[src/rtl/supply_monitor_defines.svh]
// offsets, field positions, reset values and timing counts of the monitor
`ifndef SUPPLY_MONITOR_DEFINES_SVH
`define SUPPLY_MONITOR_DEFINES_SVH

// ----------------------------------------------------------------------
// register addresses
// ----------------------------------------------------------------------
`define CTRL_ADDR 8'hff
`define CAUSE_ADDR 8'hef

// ----------------------------------------------------------------------
// field positions
// ----------------------------------------------------------------------
`define ON_BIT 7
`define STAT_BIT 6
`define HIGH_BIT 5
`define FLAG_BIT 1

// ----------------------------------------------------------------------
// reset values
// ----------------------------------------------------------------------
`define ON_RST 1'b1
`define HIGH_RST 1'b0
`define SELECT_RST 1'b1
`define FLAG_RST 1'b1

// ----------------------------------------------------------------------
// timing
// ----------------------------------------------------------------------
`define CLK_PERIOD_NS 25
`define SETTLE_NS 5000
`define SETTLE_CYC ((`SETTLE_NS + `CLK_PERIOD_NS - 1) / `CLK_PERIOD_NS)

`endif

[src/rtl/supply_monitor_pkg.sv]
// types shared by the supply monitor modules
package supply_monitor_pkg;

  typedef logic [7:0] byte_t;

  typedef enum logic [0:0] {
    st_run = 1'b0,
    st_hold = 1'b1
  } hold_state_e;

endpackage : supply_monitor_pkg

[src/rtl/monitor_sense_if.sv]
// signals between the control logic and the comparator sense logic
`timescale 1ns/1ps
`default_nettype none

interface monitor_sense_if;
  logic raw_above;
  logic power_on;
  logic above_sync;
  logic settled;

  modport sense (input raw_above, input power_on,
                 output above_sync, output settled);
  modport ctrl (output raw_above, output power_on,
                input above_sync, input settled);
endinterface : monitor_sense_if

`default_nettype wire

[src/rtl/supply_monitor_reset.sv]
// supply monitor control register, power-fail reset and flash guard
`timescale 1ns/1ps
`default_nettype none
`include "supply_monitor_defines.svh"

module supply_monitor_reset (
  input wire logic ref_clk,
  input wire logic nrst,
  input wire logic other_reset,
  input wire logic [7:0] sfr_addr,
  input wire logic sfr_wr_en,
  input wire logic sfr_rd_en,
  input wire logic [7:0] sfr_wdata,
  output logic [7:0] sfr_rdata,
  input wire logic cmp_above,
  output logic monitor_power_on,
  output logic threshold_high_select,
  input wire logic flash_write_try,
  output logic flash_error_reset,
  output logic core_hold_reset,
  output logic rst_pin_out,
  output logic rst_pin_oe_n
);

  // ----------------------------------------------------------------------
  // decode helpers
  // ----------------------------------------------------------------------
  function automatic logic is_ctrl(input logic [7:0] addr);
    is_ctrl = (addr == `CTRL_ADDR);
  endfunction : is_ctrl

  function automatic logic is_cause(input logic [7:0] addr);
    is_cause = (addr == `CAUSE_ADDR);
  endfunction : is_cause

  // ----------------------------------------------------------------------
  // state
  // ----------------------------------------------------------------------
  monitor_sense_if sense_if ();

  logic supply_monitor_on_q;
  logic threshold_high_select_q;
  logic monitor_select_q;
  logic power_on_flag_q;
  supply_monitor_pkg::hold_state_e state_q;
  supply_monitor_pkg::hold_state_e state_d;
  supply_monitor_pkg::byte_t rdata_q;
  logic flash_err_q;
  logic supply_reset_req;
  logic hold_exit;
  logic supply_above_threshold;
  logic wr_ctrl;
  logic wr_cause;

  assign wr_ctrl = sfr_wr_en && is_ctrl(sfr_addr);
  assign wr_cause = sfr_wr_en && is_cause(sfr_addr);

  supply_sense u_sense (
    .ref_clk(ref_clk),
    .nrst(nrst),
    .sense(sense_if.sense)
  );

  assign sense_if.raw_above = cmp_above;
  assign sense_if.power_on = supply_monitor_on_q;

  // status reads low until the comparator has settled
  assign supply_above_threshold = sense_if.above_sync & sense_if.settled;

  // ----------------------------------------------------------------------
  // enable bit: only power-on resets it, other resets leave it alone
  // ----------------------------------------------------------------------
  always_ff @(posedge ref_clk or negedge nrst) begin
    if (!nrst) begin
      supply_monitor_on_q <= `ON_RST;
    end else if (wr_ctrl) begin
      supply_monitor_on_q <= sfr_wdata[`ON_BIT];
    end
  end

  // threshold select returns to the low default on any reset
  always_ff @(posedge ref_clk or negedge nrst) begin
    if (!nrst) begin
      threshold_high_select_q <= `HIGH_RST;
    end else if (other_reset) begin
      threshold_high_select_q <= `HIGH_RST;
    end else if (wr_ctrl) begin
      threshold_high_select_q <= sfr_wdata[`HIGH_BIT];
    end
  end

  // reset-source selection written through the flag bit position
  always_ff @(posedge ref_clk or negedge nrst) begin
    if (!nrst) begin
      monitor_select_q <= `SELECT_RST;
    end else if (wr_cause) begin
      monitor_select_q <= sfr_wdata[`FLAG_BIT];
    end
  end

  // power-on flag: set wins over the clear by another reset
  always_ff @(posedge ref_clk or negedge nrst) begin
    if (!nrst) begin
      power_on_flag_q <= `FLAG_RST;
    end else if (hold_exit) begin
      power_on_flag_q <= 1'b1;
    end else if (other_reset) begin
      power_on_flag_q <= 1'b0;
    end
  end

  // ----------------------------------------------------------------------
  // power-fail hold; chatter during settling is not masked
  // ----------------------------------------------------------------------
  assign supply_reset_req = supply_monitor_on_q && monitor_select_q &&
                            !sense_if.above_sync;

  always_comb begin
    state_d = state_q;
    unique case (state_q)
      supply_monitor_pkg::st_run: begin
        if (supply_reset_req) begin
          state_d = supply_monitor_pkg::st_hold;
        end
      end
      supply_monitor_pkg::st_hold: begin
        if (!supply_reset_req) begin
          state_d = supply_monitor_pkg::st_run;
        end
      end
    endcase
  end

  // hold from power-on until the synchronised comparator reports good
  always_ff @(posedge ref_clk or negedge nrst) begin
    if (!nrst) begin
      state_q <= supply_monitor_pkg::st_hold;
    end else begin
      state_q <= state_d;
    end
  end

  assign hold_exit = (state_q == supply_monitor_pkg::st_hold) &&
                     (state_d == supply_monitor_pkg::st_run);

  // open-drain reset pin, only ever pulled low
  assign core_hold_reset = (state_q == supply_monitor_pkg::st_hold);
  assign rst_pin_out = 1'b0;
  assign rst_pin_oe_n = !core_hold_reset;

  // ----------------------------------------------------------------------
  // flash guard
  // ----------------------------------------------------------------------
  always_ff @(posedge ref_clk or negedge nrst) begin
    if (!nrst) begin
      flash_err_q <= 1'b0;
    end else begin
      flash_err_q <= flash_write_try && !supply_monitor_on_q;
    end
  end

  assign flash_error_reset = flash_err_q;

  // ----------------------------------------------------------------------
  // register read port, one cycle latency
  // ----------------------------------------------------------------------
  always_ff @(posedge ref_clk or negedge nrst) begin
    if (!nrst) begin
      rdata_q <= 8'h00;
    end else if (sfr_rd_en) begin
      rdata_q <= 8'h00;
      if (is_ctrl(sfr_addr)) begin
        rdata_q[`ON_BIT] <= supply_monitor_on_q;
        rdata_q[`STAT_BIT] <= supply_above_threshold;
        rdata_q[`HIGH_BIT] <= threshold_high_select_q;
      end else if (is_cause(sfr_addr)) begin
        rdata_q[`FLAG_BIT] <= power_on_flag_q;
      end
    end
  end

  assign sfr_rdata = rdata_q;
  assign monitor_power_on = supply_monitor_on_q;
  assign threshold_high_select = threshold_high_select_q;
endmodule : supply_monitor_reset

`default_nettype wire

[src/rtl/supply_sense.sv]
// comparator synchroniser and turn-on settling counter
`timescale 1ns/1ps
`default_nettype none
`include "supply_monitor_defines.svh"

module supply_sense (
  input wire logic ref_clk,
  input wire logic nrst,
  monitor_sense_if.sense sense
);

  localparam logic [7:0] SETTLE_LAST = 8'(`SETTLE_CYC - 1);

  logic meta_q;
  logic above_q;
  logic [7:0] cnt_q;
  logic settled_q;

  // ----------------------------------------------------------------------
  // two-stage synchroniser on the comparator output
  // ----------------------------------------------------------------------
  always_ff @(posedge ref_clk or negedge nrst) begin
    if (!nrst) begin
      meta_q <= 1'b0;
      above_q <= 1'b0;
    end else begin
      meta_q <= sense.raw_above;
      above_q <= meta_q;
    end
  end

  // settling count restarts whenever the monitor is switched off
  always_ff @(posedge ref_clk or negedge nrst) begin
    if (!nrst) begin
      cnt_q <= 8'h00;
      settled_q <= 1'b0;
    end else if (!sense.power_on) begin
      cnt_q <= 8'h00;
      settled_q <= 1'b0;
    end else begin
      if (cnt_q != SETTLE_LAST) begin
        cnt_q <= cnt_q + 8'h01;
      end
      settled_q <= (cnt_q == SETTLE_LAST);
    end
  end

  assign sense.above_sync = above_q;
  assign sense.settled = settled_q;
endmodule : supply_sense

`default_nettype wire

[config.mk]
export PLATFORM = sky130hd
export DESIGN_NAME = supply_monitor_reset
export DESIGN_NICKNAME = d
export VERILOG_FILES = /design/src/rtl/supply_monitor_pkg.sv /design/src/rtl/monitor_sense_if.sv /design/src/rtl/supply_monitor_reset.sv /design/src/rtl/supply_sense.sv
export VERILOG_INCLUDE_DIRS = /design/src /design/src/rtl
export SDC_FILE = /design/constraint.sdc
export NUM_CORES = 1
export LEC_CHECK = 0
export BUFFER_PORTS_ARGS = -buffer_cell sky130_fd_sc_hd__buf_2
export CAP_MARGIN = 20
export CORE_MARGIN = 2
export CORE_UTILIZATION = 44
export CTS_CLUSTER_DIAMETER = 120
export CTS_CLUSTER_SIZE = 25
export DETAILED_ROUTE_END_ITERATION = 10
export PLACE_DENSITY = 0.73
export SLEW_MARGIN = 10
export SYNTH_ARGS = -nofsm -noshare
export SYNTH_HDL_FRONTEND = slang
export SYNTH_HIERARCHICAL = 1
export SYNTH_SLANG_ARGS = --single-unit
export TNS_END_PERCENT = 50
[constraint.sdc]
create_clock -name ref_clk -period 1.7 [get_ports ref_clk]
set_clock_uncertainty 0.1 [all_clocks]
set_input_delay 0.085 -clock ref_clk [delete_from_list [all_inputs] [get_ports ref_clk]]
set_output_delay 0.085 -clock ref_clk [all_outputs]
set_load 0.005 [all_outputs]
; ---- Word-level counts from Yosys, hierarchy flattened
; Index checks and enable logic that the tools add are counted.
[word_totals]
output_inout_bits = 14
in_bits = 23
word_cells = 41
register_bits = 21
[classes]
n_mux = 11
n_reduce_logical = 11
addsub = 1
eq_ne = 5
n_bitwise = 2
[ops]
columns = cell, n
row1 = 8-bit == test (second input constant), 3
row2 = 8-bit two-way mux, 2
row3 = 8-bit by 1-bit adder with 8-bit output (second input constant), 1
row4 = 1-bit two-way mux, 8
row5 = 8-bit != test (second input constant), 1
row6 = 1-bit logical AND, 6
row7 = 2-bit nonzero test, 2
row8 = 1-bit zero test, 3
row9 = 3-bit two-way mux, 1
row10 = 2-bit by 1-bit != test with 1-bit output (second input constant), 1
row11 = 1-bit bitwise AND, 1
row12 = 1-bit inverter, 1

; ---- Longest topological paths before layout
; Gate-level depths: netlist of run 1.
[logic_depth]
word_depth = 6
mapped_depth = 4
ltp_nobuf = 4

; ---- Cells and area by module
; The synthesis of run 1 kept the hierarchy.
[by_module_without_submodules]
columns = mod, area_per_inst_um2, n_inst, cells_per_inst, seq_area_each_um2
row1 = supply_sense, 511.7, 1, 45, 275.3
row2 = supply_monitor_reset, 504.2, 1, 44, 255.2

; ---- Worst setup path before layout of run 1
; No wires, ideal clock.
[synth_path]
path_kind = register to register
startpoint = reg u_sense.cnt_q[0]
endpoint = reg u_sense.cnt_q[2]
stages_incl_launch_ff = 5
path_slack_ps = 357
n_path_buf = 0
arrival_ps = 1124
required_time_ps = 1481
cell_sequence = dfrtp_1 > ha_1 > nand2_1 > and4bb_2 > o21ba_2
[synth_between]
elab_chain_cells = 3
[synth_rtl]
columns = item, line
row1 = from (decl), supply_sense.sv:16  ; logic [7:0] cnt_q;
row2 = from (signal assigned), supply_sense.sv:42  ; cnt_q <= cnt_q + 8'h01;
row3 = 8-bit by 1-bit adder with 8-bit output, supply_sense.sv:42
row4 = 8-bit two-way mux, supply_sense.sv:41  ; if (cnt_q != SETTLE_LAST) begin
row5 = 8-bit two-way mux, supply_sense.sv:37  ; end else if (!sense.power_on) begin
; Several ways; a longest one is shown, not always the timed one. The select of a mux whose other input is x is not followed.
; A chain may end at the register's enable or synchronous reset.

; ---- Worst setup path in the final report of run 1
[layout_path]
startpoint = in sfr_addr[4]
endpoint = reg threshold_high_select_q (netlist: threshold_high_select)
[layout_between]
elab_chain_cells = 3
[layout_rtl]
columns = item, line
row1 = from (decl), supply_monitor_reset.sv:10  ; input wire logic [7:0] sfr_addr,
row2 = 8-bit == test (no line), --
row3 = 1-bit logical AND, supply_monitor_reset.sv:55  ; assign wr_ctrl = sfr_wr_en && is_ctrl(sfr_addr);
row4 = 2-bit nonzero test (no line), --
row5 = to (signal assigned), supply_monitor_reset.sv:84  ; threshold_high_select_q <= `HIGH_RST;
row6 = to (signal assigned), supply_monitor_reset.sv:86  ; threshold_high_select_q <= `HIGH_RST;
row7 = to (signal assigned), supply_monitor_reset.sv:88  ; threshold_high_select_q <= sfr_wdata[`HIGH_BIT];
row8 = to (decl), supply_monitor_reset.sv:42  ; logic threshold_high_select_q;
; Every way passes these cells.

==> impl_metrics.py, run 1 <==
metrics = {
    "place": {
        "place_area_um2": 1150,
        "io_buffer_count": 26,
        "place_hpwl_um": 1350,
        "place_congestion": 0.781,
    },
    "setup_path": {
        "cp-start-kind": "primary input",
        "cp.arrival_ps": 1730,
        "worstSetupPathType": "in2reg",
        "critPathMaxFanout": 3,
        "crit_required_ps": 1790,
        "crit_path_end_kind": "register",
        "r2r_cells": 3,
    },
    "die": {
        "core_area_um2": 2190,
        "ios": 37,
        "dieArea_um2": 2710,
        "die_y_um": 52.1,
        "fp.dieW_um": 52.1,
        "rows": 17,
        "floorplan.initialDensity_pct": 46.4,
    },
    "sta": {
        "fin_setup_tns_ps": 0,
        "finalSetupViolCount": 0,
        "rsz0062_at_grt": "false",
        "period_minus_slack_ps": 1640,
        "holdWs_ps": 62.7,
        "finalCritPeriodShare_pct": 96.2,
        "fmax_ghz": 0.611,
        "slew_viol_final": 0,
        "hold_violations": 0,
    },
    "cts": {
        "h-tree-depth": 1,
        "clock_sinks": 21,
        "numCtsBuffers": 3,
        "clock_path_buffers": 2,
        "cts_resized": 0,
        "cts_root_buffer": "clkbuf_4",
        "cts_tree": "yes",
        "path_clk_slew_ps": 110,
        "clk_latency_ps": 300,
    },
    "cells_and_area": {
        "seq_area_um2": 531,
        "layout-drive-gt1-share_pct": 34.4,
        "diodes": 0,
        "multi_input_area_um2": 444,
        "fill_cells": 177,
        "area_growth_pct": 27.1,
        "finish.utilization_pct": 58.9,
        "postLayoutCellArea_um2": 1290,
        "nNetsFinal": 154,
    },
    "hold_path": {
        "hold_path_depth": 3,
        "hold_class": "in2reg",
    },
    "detailed_routing": {
        "ant_nets": 0,
        "drt-vias-per-instance": 4.87,
        "finalWirelength_um": 1970,
        "wl_per_cell_um": 12.6,
        "drc": 0,
        "route.vias.total": 760,
        "drtIter0Drc": 4,
        "drt-pass1-iter-count": 2,
    },
    "synthesis": {
        "synthArstFlopShare_pct": 100,
        "synthDistinctLibCells": 32,
        "syn_area_per_cell_um2": 11.4,
        "synth_edf_count": 0,
        "yosysWarnings": 6,
        "yosys_register_bits": 21,
        "synth_area_leaders": "dfrtp_1 42%, dfstp_2 10%, mux2i_1 3.9%",
        "ys.flop_type": "dfrtp_1",
        "yosysTopAreaCell": "dfrtp_1",
        "synthesis.area_um2": 1020,
        "postSynthCellCount": 89,
        "post-synth-top-count-cell": "dfrtp_1",
        "ys_top_cells_by_count": "17 x dfrtp_1, 9 x nand2_1, 5 x buf_4",
        "ys_seq_area_share_pct": 52.2,
        "synth.top_cell.area_share_pct": 41.9,
    },
    "global_route": {
        "grtUsageTotal_pct": 17.1,
        "antenna_found_initial": 0,
        "grt.overflow.total": 0,
        "grt_pass1_wl_um": 3370,
        "grt_max_degree": 22,
        "grt_pass1_vias": 774,
    },
    "power_and_ir_drop": {
        "peakVddDrop_mv": 0.302,
        "power_density_nw_per_um2": 643,
        "p_total_uw": 830,
        "leakage_uw": 0.000634,
    },
    "outcome": {
        "outcome": "finished clean",
    },
    "flow_run": {
        "cap_violations": 0,
    },
}
-- critical path: stages --
cell and delay [ps]:
dlygate4sd3_1 520, buf_2 110, and4_4 210, nand3_2 110
mux2i_1 130, dlygate4sd3_1 550
-- cells by family (layout without fill, tap and decap cells) --
| kind of cell | after synthesis | count (layout) | share of synthesized area, % |
|---|---|---|---|
| AOI/OAI and AO/OA | 11 | 11 | 7.76 |
| DFF | 21 | 21 | 52.2 |
| adders and majority gates | 2 | 2 | 2.46 |
| muxes | 6 | 6 | 6.90 |
| other | 1 | 5 | 0.369 |
| and+or+nand+nor | 36 | 36 | 23.0 |
| buffers and inverters | 10 | 45 | 5.54 |
| xor gates and xnor gates | 2 | 2 | 1.72 |
-- what timing repair did --
| item | CTS | global route |
|---|---|---|
| setup buffers | 0 | 0 |
| hold endpoints to repair | 29 | 0 |
| hold buffers | 11 | 0 |
-- path summary, 6_finish.rpt --
kind | start | to | slack [ps]
hold reg to reg | u_sense/meta_q | u_sense/sense.above_sync | 270
setup / recovery | sfr_addr[4] | threshold_high_select | 60
setup reg to reg | power_on_flag_q | sfr_rdata[1] | 160
min in group asynchronous | nrst | sfr_rdata[1] | 150
hold / removal | sfr_wr_en | monitor_select_q | 60
max in group asynchronous | nrst | monitor_power_on | 1000
-- area by class of cell --
type	count	area share, %
timing repair buffer	37	18.6
multi-input combinational	62	34.4
sequential	21	41.1
tap	28	2.71
clock buffer	4	2.03
inverter	4	1.16
-- metrics by stage --
stage | worst slack, ps | std cells
2_1_floorplan | 357 | 93
3_3_place_gp | 308 | 141
3_5_place_dp | 274 | 141
4_1_cts | 99.1 | 156
5_1_grt | 61.5 | 156
6_report | 64.6 | 156
-- flip-flops by register name, indices dropped and copies added, names as in the netlist --
register and cells:
u_sense/meta_q 1, core_hold_reset 1, u_sense/sense.settled 1, u_sense/sense.above_sync 1, monitor_select_q 1, sfr_rdata 4, flash_error_reset 1, threshold_high_select 1
monitor_power_on 1, power_on_flag_q 1, u_sense/cnt_q 8
-- cell usage in the layout, fill, tap and decap left out, types with 3 or more instances in the layout --
master / n
mux2i_1: 4
buf_2: 26
inv_1: 4
nor2b_1: 3
dfstp_2: 4
nand2b_1: 4
conb_1: 5
dfrtp_1: 17
o21ai_0: 4
clkbuf_4: 3
dlygate4sd3_1: 11
nand2_1: 9
-- layer usage --
| metal | GRT usage [%] | wire length, um |
|---|---|---|
| met1 | 20.6 | 854 |
| met2 | 29.5 | 1030 |
| met3 | 2.59 | 59 |
| met4 | 8.33 | 27 |
| met5 | 0 | 0 |
-- power breakdown --
part	total (uW)	leakage, uW	internal (uW)	switching (uW)
combinational	69.6	0.000347	39.4	30.2
sequential	518	0.000272	509	9.30
clock	242	0.0000150	91.3	150
total	830	0.000634	640	190
(Power assumes the default switching activity.)
==> run 2: changes to the inputs <==
- CORE_UTILIZATION: 44 -> 48
- CTS_BUF_LIST: not set -> sky130_fd_sc_hd__clkbuf_16
- PLACE_DENSITY: 0.73 -> 0.79
==> impl_metrics.py, run 2 (synthesis results as in run 1) <==
metrics = {
    "global_route": {
        "grt_pass1_wl_um": 3210,
        "antenna_found_initial": 0,
        "grt_pass1_vias": 707,
        "grtUsageTotal_pct": 17.9,
        "grt_max_degree": 22,
        "grt.overflow.total": 0,
    },
    "detailed_routing": {
        "drc": 0,
        "wl_per_cell_um": 12.8,
        "drtIter0Drc": 12,
        "ant_nets": 0,
        "route.vias.total": 763,
        "drt-vias-per-instance": 5.02,
        "dr_wl_met2_um": 924,
        "finalWirelength_um": 1940,
        "drt-pass1-iter-count": 4,
        "top_layer": "met4",
        "dr_wl_met3_um": 97,
        "met1Wirelength_um": 843,
    },
    "setup_path": {
        "crit_start": "u_sense/cnt_q[0]",
        "reg2reg_slack_ps": 290,
        "slowest_delay_ps": 430,
        "crit_path_end_kind": "register",
        "critPathMaxFanout": 6,
        "r2r_cells": 4,
        "crit_required_ps": 1740,
        "path_depth": 4,
        "crit_end": "u_sense/cnt_q[2]",
        "r2r-end": "u_sense/cnt_q[2]",
        "cp.arrival_ps": 1450,
        "path_cells": "ha_1 -> nand2_1 -> and4bb_2 -> o21ba_2",
        "path_buf_inv": 0,
        "r2r-start": "u_sense/cnt_q[0]",
        "crit_family": "flip-flops",
        "cp-start-kind": "register",
        "worst_path_max_delay_cell": "dfrtp_1",
        "worstSetupPathType": "reg2reg",
    },
    "cells_and_area": {
        "layout_commonest_cell": "buf_2",
        "layout_common_cells": "26 x buf_2, 17 x dfrtp_1, 9 x nand2_1",
        "area_growth_pct": 29.2,
        "diodes": 0,
        "nNetsFinal": 151,
        "largest_register_ffs": 8,
        "layout-drive-gt1-share_pct": 35.2,
        "largest-register": "u_sense/cnt_q",
    },
    "sta": {
        "fin_setup_tns_ps": 0,
        "fmax_ghz": 0.709,
        "finalSetupViolCount": 0,
        "hold_violations": 0,
        "finalCritPeriodShare_pct": 83.0,
        "period_minus_slack_ps": 1410,
        "slew_viol_final": 0,
        "rsz0062_at_grt": "false",
        "holdWs_ps": 25.5,
    },
    "die": {
        "fp.dieW_um": 50.0,
        "ios": 37,
        "die_y_um": 50.0,
        "rows": 16,
        "floorplan.initialDensity_pct": 51.3,
        "dieArea_um2": 2500,
        "core_area_um2": 1980,
    },
    "place": {
        "place_hpwl_um": 1310,
        "place_congestion": 0.753,
        "io_buffer_count": 26,
    },
    "hold_path": {
        "hold_class": "in2reg",
        "min-delay-start": "sfr_rd_en",
    },
    "cts": {
        "cts_setup_buffers": 0,
        "path_clk_slew_ps": 60,
        "cts_tree": "yes",
        "cts_root_buffer": "clkbuf_16",
        "numCtsBuffers": 3,
        "clk_latency_ps": 250,
        "cts_resized": 0,
        "clock_path_buffers": 2,
        "clock_sinks": 21,
        "hold_buffers": 8,
        "h-tree-depth": 1,
    },
    "flow_run": {
        "cap_violations": 0,
    },
    "power_and_ir_drop": {
        "power_density_nw_per_um2": 815,
        "peakVddDrop_mv": 0.686,
        "leakage_uw": 0.000643,
    },
    "outcome": {
        "outcome": "finished clean",
    },
}
-- run 2: cell count changes in the layout (fill, tap and decap cells not counted), sizes merged --
cell and delta:
inv +1, dlygate4sd3 -3, clkbuf -1
-- run 2: worst min-delay path by stage --
stage	end	cells past startpoint
floorplan	flash_error_reset	0
global placement	sfr_rdata[1]	1
detailed placement	sfr_rdata[7]	1
CTS	sfr_rdata[1]	2
global route	sfr_rdata[1]	2
finish	sfr_rdata[1]	2
-- run 2: layer usage --
layer / vias to the layer above / track usage (%)
met5: - / 0
met4: 0 / 9.72
met3: 8 / 6.67
met2: 24 / 28.3
met1: 356 / 20.8
li1: 375 / -
-- run 2: metrics by stage --
| step | total power [uW] | cell area (um^2) | worst slack (ps) | utilization (%) | instances |
|---|---|---|---|---|---|
| floorplan | 551 | 1030 | 357 | - | 93 |
| global placement | 579 | 1150 | 306 | 58.2 | 140 |
| detailed placement | 581 | 1150 | 297 | 58.2 | 140 |
| CTS | 1080 | 1310 | 281 | 66.2 | 152 |
| global route | 1120 | 1310 | 172 | 66.2 | 152 |
| finish | 1070 | 1310 | 289 | 66.2 | 152 |
-- run 2: area by class of cell --
class	instances	area, um^2
clock buffers	3	75.1
inverters	4	15.0
flip-flops and latches	21	531
multi-input cells	62	444
clock inverters	1	3.75
well taps	27	33.8
repair buffers	34	210
fillers	154	669
-- run 2: worst register-to-register path: stages, from the launching register on --
cell	delay (ps)
dfrtp_1	430
ha_1	230
nand2_1	80
and4bb_2	270
o21ba_2	200
-- run 2: power by group --
part,internal [uW],leakage [uW],switching [uW]
registers,510,0.000272,8.51
clock network,313,0.0000423,169
logic,38.0,0.000329,31.2
==> run 3: changes to the inputs <==
- ABC_AREA: not set -> 1
- CORE_UTILIZATION: 48 -> 43
- PLACE_DENSITY: 0.79 -> 0.74
- clock period: 1.7 -> 1.1 ns (I/O delays scaled with it)
==> impl_metrics.py, run 3 <==
metrics = {
    "die": {
        "dieArea_um2": 2860,
        "die_y_um": 53.4,
        "ios": 37,
        "rows": 17,
        "floorplan.initialDensity_pct": 46.6,
        "fp.dieW_um": 53.4,
        "core_area_um2": 2250,
    },
    "synthesis": {
        "synthArstFlopShare_pct": 100,
        "ys_seq_area_share_pct": 50.5,
        "postSynthCellCount": 131,
        "synth_area_leaders": "dfrtp_1 40%, nand2_1 13%, dfstp_2 10%",
        "synth_edf_count": 0,
        "yosysTopAreaCell": "dfrtp_1",
        "ys_top_cells_by_count": "36 x nand2_1, 17 x dfrtp_1, 16 x inv_1",
        "synth.top_cell.area_share_pct": 40.5,
        "synthDistinctLibCells": 21,
        "ys.flop_type": "dfrtp_1",
        "synthesis.area_um2": 1050,
        "post-synth-top-count-cell": "nand2_1",
        "yosysWarnings": 6,
        "syn_area_per_cell_um2": 8.02,
        "yosys_register_bits": 21,
    },
    "setup_path": {
        "worstSetupPathType": "reg2reg",
        "cp.arrival_ps": 1240,
        "slowest_delay_ps": 400,
        "cp-start-kind": "register",
        "crit_required_ps": 1140,
        "critPathMaxFanout": 3,
        "crit_path_end_kind": "register",
        "path_cells": "ha_2 -> nand2_2 -> inv_2 -> nand2_2 -> nor2_4 -> nand3_1 -> nand2_1",
        "cp_common_cell": "nand2_2",
        "worst_path_max_delay_cell": "dfrtp_1",
    },
    "cts": {
        "clk_latency_ps": 250,
        "cts_root_buffer": "clkbuf_16",
        "cts_tree": "yes",
        "path_clk_slew_ps": 60,
        "numCtsBuffers": 3,
        "clock_path_buffers": 2,
        "h-tree-depth": 1,
        "clock_sinks": 21,
    },
    "sta": {
        "setup_ws_ps": -95.4,
        "finalSetupViolCount": 9,
        "fin_setup_tns_ps": -464,
        "period_minus_slack_ps": 1200,
        "finalCritPeriodShare_pct": 109,
        "hold_violations": 0,
        "fmax_ghz": 0.837,
        "rsz0062_at_grt": "true",
        "slew_viol_final": 0,
    },
    "place": {
        "place_ws_ps": -103,
        "place_area_um2": 1250,
        "io_buffer_count": 26,
        "place_congestion": 0.887,
        "place_hpwl_um": 1520,
        "post-place-cells": 191,
    },
    "cells_and_area": {
        "layout_common_cells": "34 x nand2_1, 25 x buf_2, 17 x dfrtp_1",
        "diodes": 0,
        "layout-drive-gt1-share_pct": 38.1,
        "area_growth_pct": 39.9,
        "seq_area_um2": 531,
        "layoutNonFillerInstCount": 204,
        "multi_input_area_um2": 479,
        "fill_cells": 192,
        "postLayoutCellArea_um2": 1470,
        "largest-register": "u_sense/cnt_q",
        "largest_register_ffs": 8,
        "nNetsFinal": 202,
        "layout_commonest_cell": "nand2_1",
    },
    "global_route": {
        "grt_pass1_vias": 844,
        "grtUsageTotal_pct": 16.3,
        "grt.overflow.total": 0,
        "antenna_found_initial": 0,
        "grt_max_degree": 22,
        "grt_pass1_wl_um": 3350,
    },
    "hold_path": {
        "hold_class": "in2reg",
    },
    "detailed_routing": {
        "drt-pass1-iter-count": 4,
        "drc": 0,
        "ant_nets": 0,
        "finalWirelength_um": 2140,
        "drtIter0Drc": 13,
        "drt-vias-per-instance": 4.59,
        "route.vias.total": 936,
        "wl_per_cell_um": 10.5,
    },
    "flow_run": {
        "cap_violations": 0,
    },
    "power_and_ir_drop": {
        "peakVddDrop_mv": 1.82,
        "leakage_uw": 0.000739,
        "power_density_nw_per_um2": 1160,
    },
    "outcome": {
        "outcome": "finished with violations",
        "violations": "setup timing",
    },
}
run 3: changes by cell type after synthesis, moves of 3 or more:
cell      previous run  this run
inv_1                4        16
mux2i_1              4         0
nand2_1              9        36
nand2_2              0         4
nand2b_1             4         0
nand3_1              2        11
nor2_1               1        15
nor2_2               0         3
nor2b_1              3         0
o21ai_1              0         6
run 3: power by group:
group | internal [uW] | switching, uW
Combinational | 72.1 | 75.9
Clock | 487 | 268
Sequential | 790 | 9.69
Total | 1350 | 354
run 3: worst max-delay path, delay by kind of cell (launching register included):
family | cells | cell delay, ps
flip-flops | 1 | 400
AND/OR/NAND/NOR | 5 | 340
adder cells (fa/ha/maj) | 1 | 200
buffers and inverters | 1 | 50
run 3: routing by layer:
| layer | vias up | part of all wire (%) | track usage [%] |
|---|---|---|---|
| met3 | 2 | 4.9 | 4.24 |
| met1 | 427 | 46 | 18.5 |
| li1 | 482 | - | - |
| met4 | 0 | 0.19 | 2.56 |
| met5 | - | 0 | 0 |
| met2 | 25 | 49 | 30.5 |
run 3: final timing paths:
kind	startpoint	endpoint	slack, ps	cells past startpoint
worst min-delay path	sfr_wdata[5]	threshold_high_select	1	5
worst max-delay path	u_sense/cnt_q[0]	u_sense/cnt_q[1]	-100	7
min in group asynchronous	nrst	threshold_high_select	190	2
worst max register to register	u_sense/cnt_q[0]	u_sense/cnt_q[1]	-100	7
worst min register to register	u_sense/meta_q	u_sense/sense.above_sync	260	0
max in group asynchronous	nrst	power_on_flag_q	360	2
run 3: stage by stage:
stage | utilization [%] | power, uW | hold WS (ps)
final | 65.2 | 1700 | 1.14
after global placement | 55.6 | 927 | -65.2
after global routing | 65.2 | 1770 | 14.5
after floorplan | - | 870 | -341
after detailed placement | 55.6 | 932 | -70.2
after CTS | 62.9 | 1710 | 4.89
run 3: cells by family after synthesis:
group | Yosys count | share of synthesized area, %
AOI/OAI and AO/OA | 11 | 5.60
xor gates and xnor gates | 1 | 0.833
adders and majority gates | 2 | 2.38
buffers and inverters | 23 | 10.1
DFF | 21 | 50.5
other | 1 | 0.357
and+or+nand+nor | 72 | 30.2
run 3: final cells by class:
| cell class | count | share of cell area, % |
|---|---|---|
| multi-input cells | 91 | 32.6 |
| repair buffers | 43 | 19.1 |
| flip-flops and latches | 21 | 36.1 |
| clock buffers | 3 | 5.11 |
| inverters | 17 | 4.34 |
| well taps | 28 | 2.38 |
| clock inverters | 1 | 0.340 |
run 3: repair_timing:
| action | 4_1_cts | 5_1_grt |
|---|---|---|
| pin swaps | 1 | 3 |
| setup endpoints to repair | 10 | 12 |
| hold endpoints to repair | 27 | 0 |
| hold buffers | 7 | 0 |
| buffers inserted | 2 | 0 |
| gates resized for setup | 0 | 14 |
